==> config.mk <==
export PLATFORM = sky130hd
export DESIGN_NAME = fsc_top
export DESIGN_NICKNAME = d
export VERILOG_FILES = /design/src/verilog/fsc_pkg.sv /design/src/verilog/fsc_top.sv
export SDC_FILE = /design/constraint.sdc
export NUM_CORES = 1
export LEC_CHECK = 0
export BUFFER_PORTS_ARGS = -buffer_cell sky130_fd_sc_hd__buf_2
export CAP_MARGIN = 20
export CORE_ASPECT_RATIO = 0.5
export CORE_MARGIN = 2
export CORE_UTILIZATION = 51
export DETAILED_ROUTE_END_ITERATION = 10
export PLACE_DENSITY_LB_ADDON = 0.2
export SLEW_MARGIN = 30
export SYNTH_ARGS = -nofsm -noshare
export SYNTH_HDL_FRONTEND = slang
export SYNTH_SLANG_ARGS = --single-unit
==> constraint.sdc <==
create_clock -name clk_sys -period 2.56 [get_ports clk_sys]
set_input_delay 0.384 -clock clk_sys [delete_from_list [all_inputs] [get_ports clk_sys]]
set_output_delay 0.384 -clock clk_sys [all_outputs]
set_load 0.05 [all_outputs]
==> src/verilog/fsc_pkg.sv <==
// Constants, register map and state layout of the fan speed clock configuration block.
// Assumes a single 10 MHz system clock and an Avalon-MM master reaching the registers.
// Summary of operation
// - Channel one's speed clock comes from its source-select bit 0, its doubling bit and bit 7 of duty register one.
// - Channel two's speed clock comes from its source-select bit 1, its doubling bit and bit 7 of duty register two.
// - Bit 2 clear leaves channel one's chosen speed alone, bit 2 set doubles it.
// - Bit 3 clear leaves channel two's chosen speed alone, bit 3 set doubles it.
// - Bits 5:4 divide the clock counted by channel one's tachometer, code 00 meaning divide by one.
// - Bits 7:6 divide channel two's tachometer clock by 1, 2, 4 or 8 for codes 00 to 11.
// - Power-on reset loads the configuration register with 0x50.
// - Each duty register holds its channel's clock-select bit at bit 7.
// - Each tachometer counts divided clocks per fan pulse and latches the final 8-bit count for reading.
package fsc_pkg;

  // Register indices; the byte address is four times the index.
  localparam logic [6:0] IDX_DUTY_A = 7'h56;
  localparam logic [6:0] IDX_DUTY_B = 7'h57;
  localparam logic [6:0] IDX_CONFIG = 7'h58;
  localparam logic [6:0] IDX_TACH_A = 7'h59;
  localparam logic [6:0] IDX_TACH_B = 7'h5a;

  // Reset values.
  localparam logic [7:0] RST_DUTY = 8'h00;
  localparam logic [7:0] RST_CONFIG = 8'h50;
  localparam logic [7:0] RST_TACH = 8'h00;

  // Field positions.
  localparam int CFG_SRC_LSB = 0;
  localparam int CFG_DBL_LSB = 2;
  localparam int CFG_DIV_A_LSB = 4;
  localparam int CFG_DIV_B_LSB = 6;
  localparam int DUTY_FORCE_BIT = 0;
  localparam int DUTY_LVL_LSB = 1;
  localparam int DUTY_CSEL_BIT = 7;

  // Speed tick periods in system cycles, indexed by {clock select, source select}.
  localparam logic [15:0] SPD_DIV_00 = 16'h0100;
  localparam logic [15:0] SPD_DIV_01 = 16'h0080;
  localparam logic [15:0] SPD_DIV_10 = 16'h0040;
  localparam logic [15:0] SPD_DIV_11 = 16'h0020;

  // Base tachometer counting tick in system cycles, before the per-channel divisor.
  localparam logic [15:0] TACH_TICK_CYC = 16'h0064;

  localparam int NCH = 2;

  typedef struct packed {
    logic wait_req;
    logic [31:0] rdata;
    logic [7:0] cfg;
    logic [NCH-1:0][7:0] duty;
    logic [NCH-1:0][15:0] spd_cnt;
    logic [NCH-1:0][5:0] pwm_cnt;
    logic [NCH-1:0] speed;
    logic [15:0] tick_cnt;
    logic [NCH-1:0][2:0] tsync;
    logic [NCH-1:0] tlevel;
    logic [NCH-1:0][2:0] tscale;
    logic [NCH-1:0][7:0] tcount;
    logic [NCH-1:0][7:0] tlatch;
  } fsc_state_s;

endpackage

==> src/verilog/fsc_top.sv <==
// Fan speed output generation, tachometer counting and their registers on Avalon-MM.
// Assumes tachometer pins are asynchronous and the bus master holds each request until
// it sees waitrequest low.
//
// The Avalon-MM slave port was decided locally.
`timescale 1ns/1ns
module fsc_top
  import fsc_pkg::*;
(
  // Clock and reset.
  input wire logic clk_sys,
  input wire logic arst_n,
  // Avalon-MM slave.
  input wire logic [8:0] avs_address,
  input wire logic avs_read,
  input wire logic avs_write,
  input wire logic [31:0] avs_writedata,
  input wire logic [3:0] avs_byteenable,
  output logic [31:0] avs_readdata,
  output logic avs_waitrequest,
  // Fan pins.
  output logic speed_out_a,
  output logic speed_out_b,
  input wire logic tach_in_a,
  input wire logic tach_in_b
);

  fsc_state_s st_ff;
  fsc_state_s nxt_st;

  logic [6:0] idx;
  logic [NCH-1:0] tach_pin;
  logic req_taken;
  logic wr_commit;

  assign idx = avs_address[8:2];
  assign tach_pin = {tach_in_b, tach_in_a};

  // A request is taken on the edge where it meets waitrequest high; a write commits on
  // the following edge, the one at which the master samples waitrequest low.
  assign req_taken = (avs_read || avs_write) && st_ff.wait_req;
  assign wr_commit = avs_write && !st_ff.wait_req && avs_byteenable[0];

  // Speed tick period for a channel; the doubling bit halves the period.
  function automatic logic [15:0] spd_period(input logic csel, input logic src,
                                             input logic dbl);
    logic [15:0] p;
    case ({csel, src})
      2'b00: p = SPD_DIV_00;
      2'b01: p = SPD_DIV_01;
      2'b10: p = SPD_DIV_10;
      default: p = SPD_DIV_11;
    endcase
    if (dbl) begin
      p = p >> 1;
    end
    return p;
  endfunction

  // Number of base ticks per counted tachometer clock, minus one.
  function automatic logic [2:0] tach_limit(input logic [1:0] code);
    logic [2:0] l;
    case (code)
      2'b00: l = 3'h0;
      2'b01: l = 3'h1;
      2'b10: l = 3'h3;
      default: l = 3'h7;
    endcase
    return l;
  endfunction

  // Readback of one register index. The data sits in the low lane; the upper lanes and
  // unmapped indices read as zero so software can probe the map safely.
  function automatic logic [31:0] reg_read(input logic [6:0] i, input fsc_state_s s);
    logic [7:0] b;
    case (i)
      IDX_DUTY_A: b = s.duty[0];
      IDX_DUTY_B: b = s.duty[1];
      IDX_CONFIG: b = s.cfg;
      IDX_TACH_A: b = s.tlatch[0];
      IDX_TACH_B: b = s.tlatch[1];
      default: b = 8'h00;
    endcase
    return {24'h000000, b};
  endfunction

  // Write of the low byte lane into the register state. The tachometer registers are
  // read-only and unmapped indices are ignored, so both leave the state as it was.
  function automatic fsc_state_s reg_write(input fsc_state_s s, input logic [6:0] i,
                                           input logic [7:0] b);
    fsc_state_s n;
    n = s;
    case (i)
      IDX_DUTY_A: n.duty[0] = b;
      IDX_DUTY_B: n.duty[1] = b;
      IDX_CONFIG: n.cfg = b;
      default: n = s;
    endcase
    return n;
  endfunction

  // Pulse-width level of one channel: the force bit holds the pin high, otherwise the
  // pin is high while the 64-step pattern is below the six-bit duty level.
  function automatic logic speed_level(input logic [7:0] duty, input logic [5:0] step);
    logic lvl;
    if (duty[DUTY_FORCE_BIT]) begin
      lvl = 1'b1;
    end else begin
      lvl = step < duty[DUTY_LVL_LSB +: 6];
    end
    return lvl;
  endfunction

  // A level change of a tachometer pin is accepted only once the last two synchroniser
  // stages agree, so a single-cycle glitch or a metastable first stage never counts.
  function automatic logic tach_settled(input logic [2:0] sync, input logic level);
    return (sync[2] == sync[1]) && (sync[2] != level);
  endfunction

  // Divisor code of one channel's tachometer clock. Both fields use the same code
  // table, so one limit function serves the two channels.
  function automatic logic [1:0] tach_code(input logic [7:0] cfg, input int ch);
    logic [1:0] code;
    if (ch == 0) begin
      code = cfg[CFG_DIV_A_LSB +: 2];
    end else begin
      code = cfg[CFG_DIV_B_LSB +: 2];
    end
    return code;
  endfunction

  always_comb begin
    logic [15:0] period;
    logic [1:0] div_code;
    logic base_tick;
    logic edge_seen;
    period = 16'h0000;
    div_code = 2'b00;
    base_tick = 1'b0;
    edge_seen = 1'b0;
    nxt_st = st_ff;

    // One wait cycle per access: the request is taken at one edge, waitrequest is low
    // through the next cycle with read data already loaded, and at the following edge
    // the master takes the data and a write commits. Waitrequest then rises again, so a
    // request held past that edge would be taken a second time.
    nxt_st.wait_req = !req_taken;
    if (avs_read && st_ff.wait_req) begin
      nxt_st.rdata = reg_read(idx, st_ff);
    end
    if (wr_commit) begin
      nxt_st = reg_write(nxt_st, idx, avs_writedata[7:0]);
    end

    // Shared base tick for the tachometers. One divider serves both channels, so a
    // channel's count is uncertain by one tick: a pulse edge may fall at any phase of
    // the shared tick.
    if (st_ff.tick_cnt >= TACH_TICK_CYC - 16'h0001) begin
      nxt_st.tick_cnt = 16'h0000;
      base_tick = 1'b1;
    end else begin
      nxt_st.tick_cnt = st_ff.tick_cnt + 16'h0001;
    end

    for (int ch = 0; ch < NCH; ch++) begin
      // Speed output: a 64-step pulse width pattern advanced by the selected speed tick.
      period = spd_period(st_ff.duty[ch][DUTY_CSEL_BIT], st_ff.cfg[CFG_SRC_LSB + ch],
                          st_ff.cfg[CFG_DBL_LSB + ch]);
      if (st_ff.spd_cnt[ch] >= period - 16'h0001) begin
        nxt_st.spd_cnt[ch] = 16'h0000;
        nxt_st.pwm_cnt[ch] = st_ff.pwm_cnt[ch] + 6'h01;
      end else begin
        nxt_st.spd_cnt[ch] = st_ff.spd_cnt[ch] + 16'h0001;
      end
      nxt_st.speed[ch] = speed_level(st_ff.duty[ch], st_ff.pwm_cnt[ch]);

      // Tachometer pin: three flops, a change is accepted once the last two agree.
      nxt_st.tsync[ch] = {st_ff.tsync[ch][1:0], tach_pin[ch]};
      if (tach_settled(st_ff.tsync[ch], st_ff.tlevel[ch])) begin
        nxt_st.tlevel[ch] = st_ff.tsync[ch][2];
        edge_seen = st_ff.tsync[ch][2];
      end else begin
        edge_seen = 1'b0;
      end

      div_code = tach_code(st_ff.cfg, ch);
      if (edge_seen) begin
        // A rising pulse edge closes the previous pulse's count and starts a new one.
        nxt_st.tlatch[ch] = st_ff.tcount[ch];
        nxt_st.tcount[ch] = 8'h00;
        nxt_st.tscale[ch] = 3'h0;
      end else if (base_tick) begin
        if (st_ff.tscale[ch] >= tach_limit(div_code)) begin
          nxt_st.tscale[ch] = 3'h0;
          // Saturate so a pulse longer than 255 counts reads as the slowest speed rather than wrapping.
          if (st_ff.tcount[ch] != 8'hff) begin
            nxt_st.tcount[ch] = st_ff.tcount[ch] + 8'h01;
          end
        end else begin
          nxt_st.tscale[ch] = st_ff.tscale[ch] + 3'h1;
        end
      end
    end
  end

  always_ff @(posedge clk_sys or negedge arst_n) begin
    if (!arst_n) begin
      st_ff <= '0;
      // Waitrequest leaves reset high: the bus only ever answers a request it has taken.
      st_ff.wait_req <= 1'b1;
      st_ff.cfg <= RST_CONFIG;
      st_ff.duty <= {RST_DUTY, RST_DUTY};
      st_ff.tlatch <= {RST_TACH, RST_TACH};
    end else begin
      st_ff <= nxt_st;
    end
  end

  assign avs_readdata = st_ff.rdata;
  assign avs_waitrequest = st_ff.wait_req;
  assign speed_out_a = st_ff.speed[0];
  assign speed_out_b = st_ff.speed[1];

endmodule

== After elaboration in Yosys (flattened, before gate mapping) ==
Cells that the tools add are included.

* Input bits: 51
* Bits in registers: 165
* Logic and storage cells: 116
* Output and inout bits: 35

* Order comparisons: 7
* $add $sub $neg: 11
* Reduce and logical (&&, ||, !) cells: 18
* Eq/ne operators: 19
* Muxes and demuxes: 40

{| class="wikitable"
|+ Operator list
! kind !! number
|-
| $mux W16 || 5
|-
| $mux W8 || 10
|-
| $pmux W9 S3 || 2
|-
| $add A16 B1 Y16 const B || 3
|-
| $pmux W8 S5 || 1
|-
| $eq A7 B7 Y1 const B || 5
|-
| $ge A16 B16 Y1 || 2
|-
| $mux W32 || 1
|-
| $sub A16 B1 Y16 const B || 2
|-
| $mux W3 || 10
|-
| $pmux W3 S3 || 2
|-
| $add A8 B1 Y8 const B || 2
|-
| $ge A16 B7 Y1 const B || 1
|-
| $ne A8 B8 Y1 const B || 2
|-
| $add A6 B1 Y6 const B || 2
|-
| $lt A6 B6 Y1 || 2
|-
| $mux W6 || 2
|-
| $eq A2 B1 Y1 const B || 4
|-
| $eq A2 B2 Y1 const B || 4
|-
| $logic_not A2 Y1 || 4
|-
| $mux W1 || 7
|-
| $add A3 B1 Y3 const B || 2
|-
| $ge A3 B3 Y1 || 2
|-
| $logic_and A1 B1 Y1 || 6
|-
| other kinds (6) || 12
|}

== Logic depth before layout (Yosys ltp) ==
Gate-level depths: netlist (run 1).

* Depth in word-level cells: 8
* Gate-level depth with buffers: 12
* Mapped depth without buffers: 10

== Least setup slack after synthesis (run 1) ==
Ideal clock, no wire load.

* Path type: flip-flop to flip-flop
* Start point: reg st_ff[125] in the netlist's numbering
* End point: reg st_ff[71] in the netlist's numbering
* Path slack: 0.190 ns
* Setup time: 0.125 ns
* Stages on the path, launching flop included: 10
* Clock period less this slack: 2.370 ns
* Arrival time: 2.245 ns
* Required time: 2.435 ns
* Buffers on the path: 1
* Cells stage by stage: dfrtp_1 -> clkbuf_1 -> xor2_1 -> nand2_1 -> ha_1 -> xnor2_1 -> ha_1 -> a2111oi_2 -> a31oi_4 -> mux2_4

* Longest elaborated chain between the ends: 5
* Elaborated cells on any way between the ends: 7
* Classes of those cells: add/sub: 1; order compare: 1; eq/ne: 2; mux: 2; reduce/logical: 1

{| class="wikitable"
|+ Ends and longest elaborated chain
! item !! RTL line !! RTL
|-
| start, declared || fsc_top.sv:28 || <nowiki>fsc_state_s st_ff;</nowiki>
|-
| start signal, assigned || fsc_top.sv:215 || <nowiki>st_ff <= nxt_st;</nowiki>
|-
| $eq A2 B2 Y1, or another cell as far along || fsc_top.sv:48 || <nowiki>case ({csel, src})</nowiki>
|-
| $pmux W9 S3 (*) || fsc_top.sv:48 ||
|-
| $mux W16 (*) || fsc_top.sv:54 || <nowiki>if (dbl) begin</nowiki>
|-
| $sub A16 B1 Y16 (*) || fsc_top.sv:169 || <nowiki>if (st_ff.spd_cnt[ch] >= period - 16'h0001) begin</nowiki>
|-
| $ge A16 B16 Y1 (*) || fsc_top.sv:169 ||
|}

Every way passes the cells marked *; elsewhere a longest branch is shown, timed or not.
A chain may end at the register's enable or synchronous reset.

== Worst setup path in the final report (run 1) ==
* Start point: reg st_ff[126] in the netlist's numbering
* End point: reg st_ff[65] in the netlist's numbering

* Longest elaborated chain between the ends: 3

{| class="wikitable"
|+ Ends and longest elaborated chain
! item !! RTL line
|-
| $mux W16 || fsc_top.sv:54
|-
| $sub A16 B1 Y16 || fsc_top.sv:169
|-
| $ge A16 B16 Y1 || fsc_top.sv:169
|}

No other way between the ends.

==> flow_summary.yaml, run 1 <==
layout:
  fin_util: 0.600
  antenna_cells_inserted: 0
  layout.area.seq_sq_mm: 0.00353
  final_design_area_no_fill_sq_mm: 0.00829
  layout-drive-gt1-share: 0.191
  multiInputGateArea_sq_mm: 0.00351
  areaGrowthSynthToFinish_pct: 12.6
  final_nets: 836
  fill_cells: 1161
yosys:
  syn-mean-instance-area_sq_um: 10.6
  ys_async_sr_fraction: 1.00
  synth_seq_cells: 141
  netlist_top_cells_area: "dfrtp_1 47%, ha_1 6.6%, nand2_1 4.4%"
  mappedNetlistArea_sq_mm: 0.00736
  synthDominantCellAreaShare: 0.469
  ys_dominant_reg_cell: "dfrtp_1"
  synth.yosys.seq_area_share: 0.480
  syn-instance-count: 697
  synth.yosys.warnings: 0
  synth_enable_flop_cells: 0
  synth.lib_cells_used.distinct: 64
  synth_area_leader_cell: "dfrtp_1"
hold_path:
  min_to: "nxt_st[41]$_DFF_PN0_"
  min_path_type: "input port to flop"
  hold_path_depth: 1
  worstHoldStart: "tach_in_a"
critical_path:
  worst-endpoint-required_ns: 2.86
  reg2regPathDepth: 9
  critical_path.max_stage_delay_ns: 0.48
  crit_buf_inv: 0
  crit_arrival_ns: 2.67
  worst_setup_path_type: "flop to flop"
  crit_path_start: "st_ff[126]$_DFFE_PN0P_"
  setup.reg_to_reg.worst_slack_ns: 0.18
  critical_path.max_fanout: 8
  crit-reg2reg-launch: "st_ff[126]$_DFFE_PN0P_"
  worstPathCellList: "xor2_1, nand2_1, ha_1, xnor2_1, ha_1, o211ai_1, a21oi_1, o22a_1, mux2_2"
  worstSetupStartpointType: "flop"
  crit_top_cell: "ha_1"
  critical-path-slowest-cell: "dfrtp_1"
  crit_family: "compound AO/OA/AOI/OAI gates"
  worst_r2r_endpoint: "st_ff[65]$_DFFE_PN0N_"
  end_kind: "flop"
route:
  route.detailed.wl_per_inst_um: 15.0
  postRouteWirelength_um: 14200
  routed-via-count: 5056
  initialDrtViolationCount: 268
  postRouteAntennaNets: 0
  detail_route.drc_violations: 0
  drt-pass1-iter-count: 5
  drt-vias-per-instance: 5.32
clock_tree:
  latest_clock_arrival_within_the_worst_skew_pair_ns: 0.42
  tritoncts_clock_tree: "yes"
  clock_path_buffers: 2
  cts_buffers: 17
  clock_sink_count: 141
  clkSlewWorstSetupHoldPaths_ns: 0.06
  cts_htree_levels: 4
  root_buffer: "clkbuf_16"
die:
  initial_core_util: 0.533
  site_row_count: 30
  die_height_um: 89.0
  floorplan.die_area_sq_mm: 0.0155
  design.portCount: 86
  design.core.area_sq_mm: 0.0138
  floorplan.die.width_um: 174
grt:
  grt_first_pass_wirelength_um: 24400
  total_overflow_reported_by_the_global_router: 0
  antenna_found_initial: 0
  grt_start_max_net_pins: 71
  groute.usage.overall: 0.201
  first_global_vias: 4920
placed_design:
  dpl.hpwl_um: 10200
  placement.cell_area_sq_mm: 0.00764
  place.gp.congestion: 0.797
  detailedPlace.worstSlack_ns: 0.141
  io_buffers: 32
sta:
  min_period_ns: 2.38
  timing.final.ws_setup_ns: 0.183
  worst_slew_pin_slew_ns: 0.654
  grt_setup_unrepaired: "false"
  setup_total_neg_slack_ns: 0
  setup-violations-final: 0
  fin_worst_skew_ns: 0.0110
  max_clock_freq_mhz: 421
  timing_max_transition_violations_final: 0
  timing.max_slew.rel_slack: 0.564
  finalHoldViolations: 0
  finalCritPeriodShare: 0.929
power_and_ir_drop:
  p_leak_uw: 0.00398
  cellPowerDensity_mw_per_mm2: 737
  ir_drop_v: 0.000398
outcome:
  status: "finished clean"
run:
  cap_viol_max_count: 0
[power breakdown]
| group | internal, uW | leakage, uW | total [uW] | switching [uW] |
|---|---|---|---|---|
| clock network | 1660 | 0.000300 | 2610 | 951 |
| logic | 347 | 0.00182 | 816 | 469 |
| registers | 2450 | 0.00186 | 2680 | 226 |
| total | 4460 | 0.00398 | 6110 | 1650 |
[cells by family after synthesis]
kind of cell	count (synthesis)	share of synthesized area
AO/OA/AOI/OAI	117	0.120
XOR/XNOR	38	0.0452
adder cells (fa/ha/maj)	41	0.0690
buffers and inverters	77	0.0627
flip-flops	141	0.480
multiplexers	33	0.0501
other	2	0.00102
AND/OR/NAND/NOR	248	0.173
[metrics by stage]
stage | power (uW) | hold slack, ns | cells
after floorplan | 3310 | 0.0884 | 733
after global placement | 3480 | 0.334 | 918
after detailed placement | 3530 | 0.336 | 918
after CTS | 6170 | 0.0499 | 951
after global routing | 6420 | 0.0489 | 951
final | 6110 | 0.0702 | 951
[state kept, by name (all words and copies together), names as in the netlist]
signal           cells
nxt_st               4
speed_out_b          1
avs_waitrequest      1
avs_readdata         8
st_ff              126
speed_out_a          1
[per-layer routing]
metal / track usage / wire [um] / vias to the layer above
li1: - / - / 2507
met2: 0.337 / 6810 / 63
met3: 0.0417 / 291 / 16
met1: 0.263 / 6950 / 2470
met5: 0 / 0 / -
met4: 0.0756 / 167 / 0
[cell type report]
type | instances | share of cell area
repair buffers | 49 | 0.0358
flip-flops and latches | 141 | 0.426
multi-input cells | 515 | 0.423
clock buffers | 19 | 0.0534
clock inverters | 13 | 0.0226
well taps | 192 | 0.0290
inverters | 22 | 0.00996
[Yosys cell counts (4+ instances only)]
library cell,n
clkbuf_1,12
a22o_1,4
or4_1,5
a31oi_1,6
nor2_1,44
a21oi_2,5
a21o_1,11
or3_1,6
nand4_1,6
buf_2,5
inv_1,22
o211ai_1,4
xnor2_1,23
a22oi_1,13
mux2i_1,5
buf_4,34
nand2b_1,11
and3_1,21
nor4_1,4
nand3_1,30
o21ai_2,5
a21oi_1,23
or2_2,4
xor2_1,15
o21ai_0,12
nand2_1,87
a221oi_1,5
o31ai_1,5
mux2_2,27
ha_1,39
a211oi_1,7
nand3b_1,6
dfrtp_1,138
[what timing repair did]
action                                  CTS  global route
resized for setup                         0             2
hold endpoints to repair                 16             0
endpoints found under the setup margin    0             1
hold buffers                              1             0
buffers inserted                          0             0
[cell usage in the layout, fill, tap and decap left out, types with 6 or more instances in the layout]
cell type	count
a211oi_1	7
a21o_1	11
a21oi_1	23
a22oi_1	13
a31oi_1	6
and3_1	21
buf_2	31
buf_4	16
clkbuf_16	17
conb_1	38
dfrtp_1	137
ha_1	39
inv_1	22
mux2_2	27
nand2_1	87
nand2b_1	11
nand3_1	30
nand3b_1	6
nand4_1	6
nor2_1	44
o21ai_0	12
or3_1	6
xnor2_1	23
xor2_1	15
[worst max path at each step]
stage	to	slack, ns	cells after the start
2_1_floorplan	st_ff[71]$_DFFE_PN0P_	0.19	9
3_3_place_gp	st_ff[75]$_DFFE_PN0P_	0.19	10
3_5_place_dp	st_ff[75]$_DFFE_PN0P_	0.14	10
4_1_cts	st_ff[75]$_DFFE_PN0P_	0.13	10
5_1_grt	st_ff[73]$_DFFE_PN0P_	0.0003	10
6_report	st_ff[65]$_DFFE_PN0N_	0.18	9
No activity file was read; power rests on OpenSTA's default activity.
==> run 2, diff against run 1 <==
--- a/config.mk
+++ b/config.mk
@@ -10,8 +10,10 @@
 export CORE_ASPECT_RATIO = 0.5
 export CORE_MARGIN = 2
 export CORE_UTILIZATION = 51
+export CTS_CLUSTER_DIAMETER = 30
 export DETAILED_ROUTE_END_ITERATION = 10
 export PLACE_DENSITY_LB_ADDON = 0.2
+export REMOVE_ABC_BUFFERS = 1
 export SLEW_MARGIN = 30
 export SYNTH_ARGS = -nofsm -noshare
 export SYNTH_HDL_FRONTEND = slang
==> flow_summary.yaml, run 2 (synthesis gave the netlist of run 1 again) <==
critical_path:
  crit-reg2reg-launch: "st_ff[125]$_DFFE_PN0P_"
  worst-endpoint-required_ns: 2.90
  worst_r2r_endpoint: "st_ff[74]$_DFFE_PN0P_"
  crit_arrival_ns: 2.77
  end_kind: "flop"
  worstSetupStartpointType: "flop"
  reg2regPathDepth: 10
  worst_setup_path_type: "flop to flop"
  critical_path.max_fanout: 6
  setup.reg_to_reg.worst_slack_ns: 0.13
layout:
  fill_cells: 1202
  antenna_cells_inserted: 0
  regMostFlops: "st_ff"
  mostFrequentLayoutCell: "dfrtp_1"
  final_nets: 834
  largest_reg_flops: 126
  layout-drive-gt1-share: 0.190
  final_design_area_no_fill_sq_mm: 0.00822
  areaGrowthSynthToFinish_pct: 11.7
  top_library_cells_by_usage_in_the_layout_fill_and_taps_aside: "137 x dfrtp_1, 87 x nand2_1, 44 x nor2_1"
  finalNonFillerCells: 949
placed_design:
  place.gp.congestion: 0.769
  dpl.hpwl_um: 9770
  io_buffers: 32
  dp_cells: 916
  placement.cell_area_sq_mm: 0.00764
  detailedPlace.worstSlack_ns: 0.165
grt:
  first_global_vias: 4730
  total_overflow_reported_by_the_global_router: 0
  grt_first_pass_wirelength_um: 23500
  antenna_found_initial: 0
  groute.usage.overall: 0.193
  grt_start_max_net_pins: 52
sta:
  timing_max_transition_violations_final: 0
  timing.final.ws_setup_ns: 0.132
  grt_setup_unrepaired: "false"
  timing.max_slew.rel_slack: 0.530
  max_clock_freq_mhz: 412
  setup-violations-final: 0
  finalHoldViolations: 0
  finalCritPeriodShare: 0.949
  worst_slew_pin_slew_ns: 0.702
  setup_total_neg_slack_ns: 0
  min_period_ns: 2.43
  fin_worst_skew_ns: 0.00952
outcome:
  status: "finished clean"
route:
  drt-vias-per-instance: 5.37
  routed-via-count: 5094
  initialDrtViolationCount: 354
  postRouteWirelength_um: 14000
  route.detailed.wl_per_inst_um: 14.8
  drt-pass1-iter-count: 4
  detail_route.drc_violations: 0
  postRouteAntennaNets: 0
clock_tree:
  root_buffer: "clkbuf_16"
  clkSlewWorstSetupHoldPaths_ns: 0.07
  clock_sink_count: 141
  tritoncts_clock_tree: "yes"
  clock_path_buffers: 2
  latest_clock_arrival_within_the_worst_skew_pair_ns: 0.42
  cts_htree_levels: 4
  cts_buffers: 17
  post-cts-setup-buffer-count: 0
die:
  site_row_count: 30
  initial_core_util: 0.533
  floorplan.die_area_sq_mm: 0.0155
  design.portCount: 86
  die_height_um: 89.0
  design.core.area_sq_mm: 0.0138
  floorplan.die.width_um: 174
power_and_ir_drop:
  cellPowerDensity_mw_per_mm2: 715
  ir_drop_v: 0.000460
  p_leak_uw: 0.00395
run:
  cap_viol_max_count: 0
hold_path:
  min_to: "nxt_st[41]$_DFF_PN0_"
  hold_path_depth: 1
  min_path_type: "input port to flop"
  worstHoldStart: "tach_in_a"
==> run 2: report_power, final <==
group	total, uW	internal [uW]	switching [uW]
Sequential	2670	2450	222
Combinational	808	344	463
Clock	2400	1300	1100
==> run 2: worst max-delay path, cell delays in order, from the launching register on <==
cell	delay (ns)
dfrtp_1	0.44
and3_1	0.23
inv_1	0.06
ha_1	0.20
xnor2_1	0.16
ha_1	0.22
a2111oi_2	0.38
buf_4	0.19
a21oi_1	0.10
o2111ai_1	0.23
xnor2_1	0.15
==> run 2: worst max-delay path by stage <==
stage / end / slack [ns] / cells after the start / startpoint
2_1_floorplan: st_ff[65]$_DFFE_PN0N_ / 0.14 / 9 / st_ff[124]$_DFFE_PN0P_
3_3_place_gp: st_ff[75]$_DFFE_PN0P_ / 0.21 / 10 / st_ff[127]$_DFFE_PN0P_
3_5_place_dp: st_ff[73]$_DFFE_PN0P_ / 0.16 / 10 / st_ff[127]$_DFFE_PN0P_
4_1_cts: st_ff[74]$_DFFE_PN0P_ / 0.08 / 10 / st_ff[127]$_DFFE_PN0P_
5_1_grt: st_ff[73]$_DFFE_PN0P_ / 0.008 / 10 / st_ff[127]$_DFFE_PN0P_
6_report: st_ff[74]$_DFFE_PN0P_ / 0.13 / 10 / st_ff[125]$_DFFE_PN0P_
==> run 2: layout make-up <==
type / count / area, sq um / share of cell area
well taps: 192 / 240 / 0.0292
inverters: 22 / 82.6 / 0.0100
multi-input cells: 515 / 3500 / 0.426
clock buffers: 17 / 425 / 0.0517
clock inverters: 15 / 144 / 0.0175
repair buffers: 47 / 294 / 0.0358
flip-flops and latches: 141 / 3530 / 0.430
==> run 2: metal layers <==
metal	part of all wire	global-route usage	wire length [um]
met5	0	0	0
met4	0.013	0.0680	177
met3	0.025	0.0370	357
met2	0.46	0.315	6460
met1	0.50	0.264	7050
==> run 2: per-stage QoR <==
step | utilization | hold slack (ns) | power [uW]
2_1_floorplan | - | 0.0884 | 3260
6_report | 0.595 | 0.0583 | 5880
4_1_cts | 0.595 | 0.0431 | 5930
3_3_place_gp | 0.553 | 0.332 | 3480
5_1_grt | 0.595 | 0.0400 | 6150
3_5_place_dp | 0.553 | 0.335 | 3520
==> run 2: what timing repair did <==
action,in CTS,in global routing
endpoints found under the setup margin,0,20
hold buffers,1,0
gates resized for setup,0,2
hold endpoints to repair,48,0
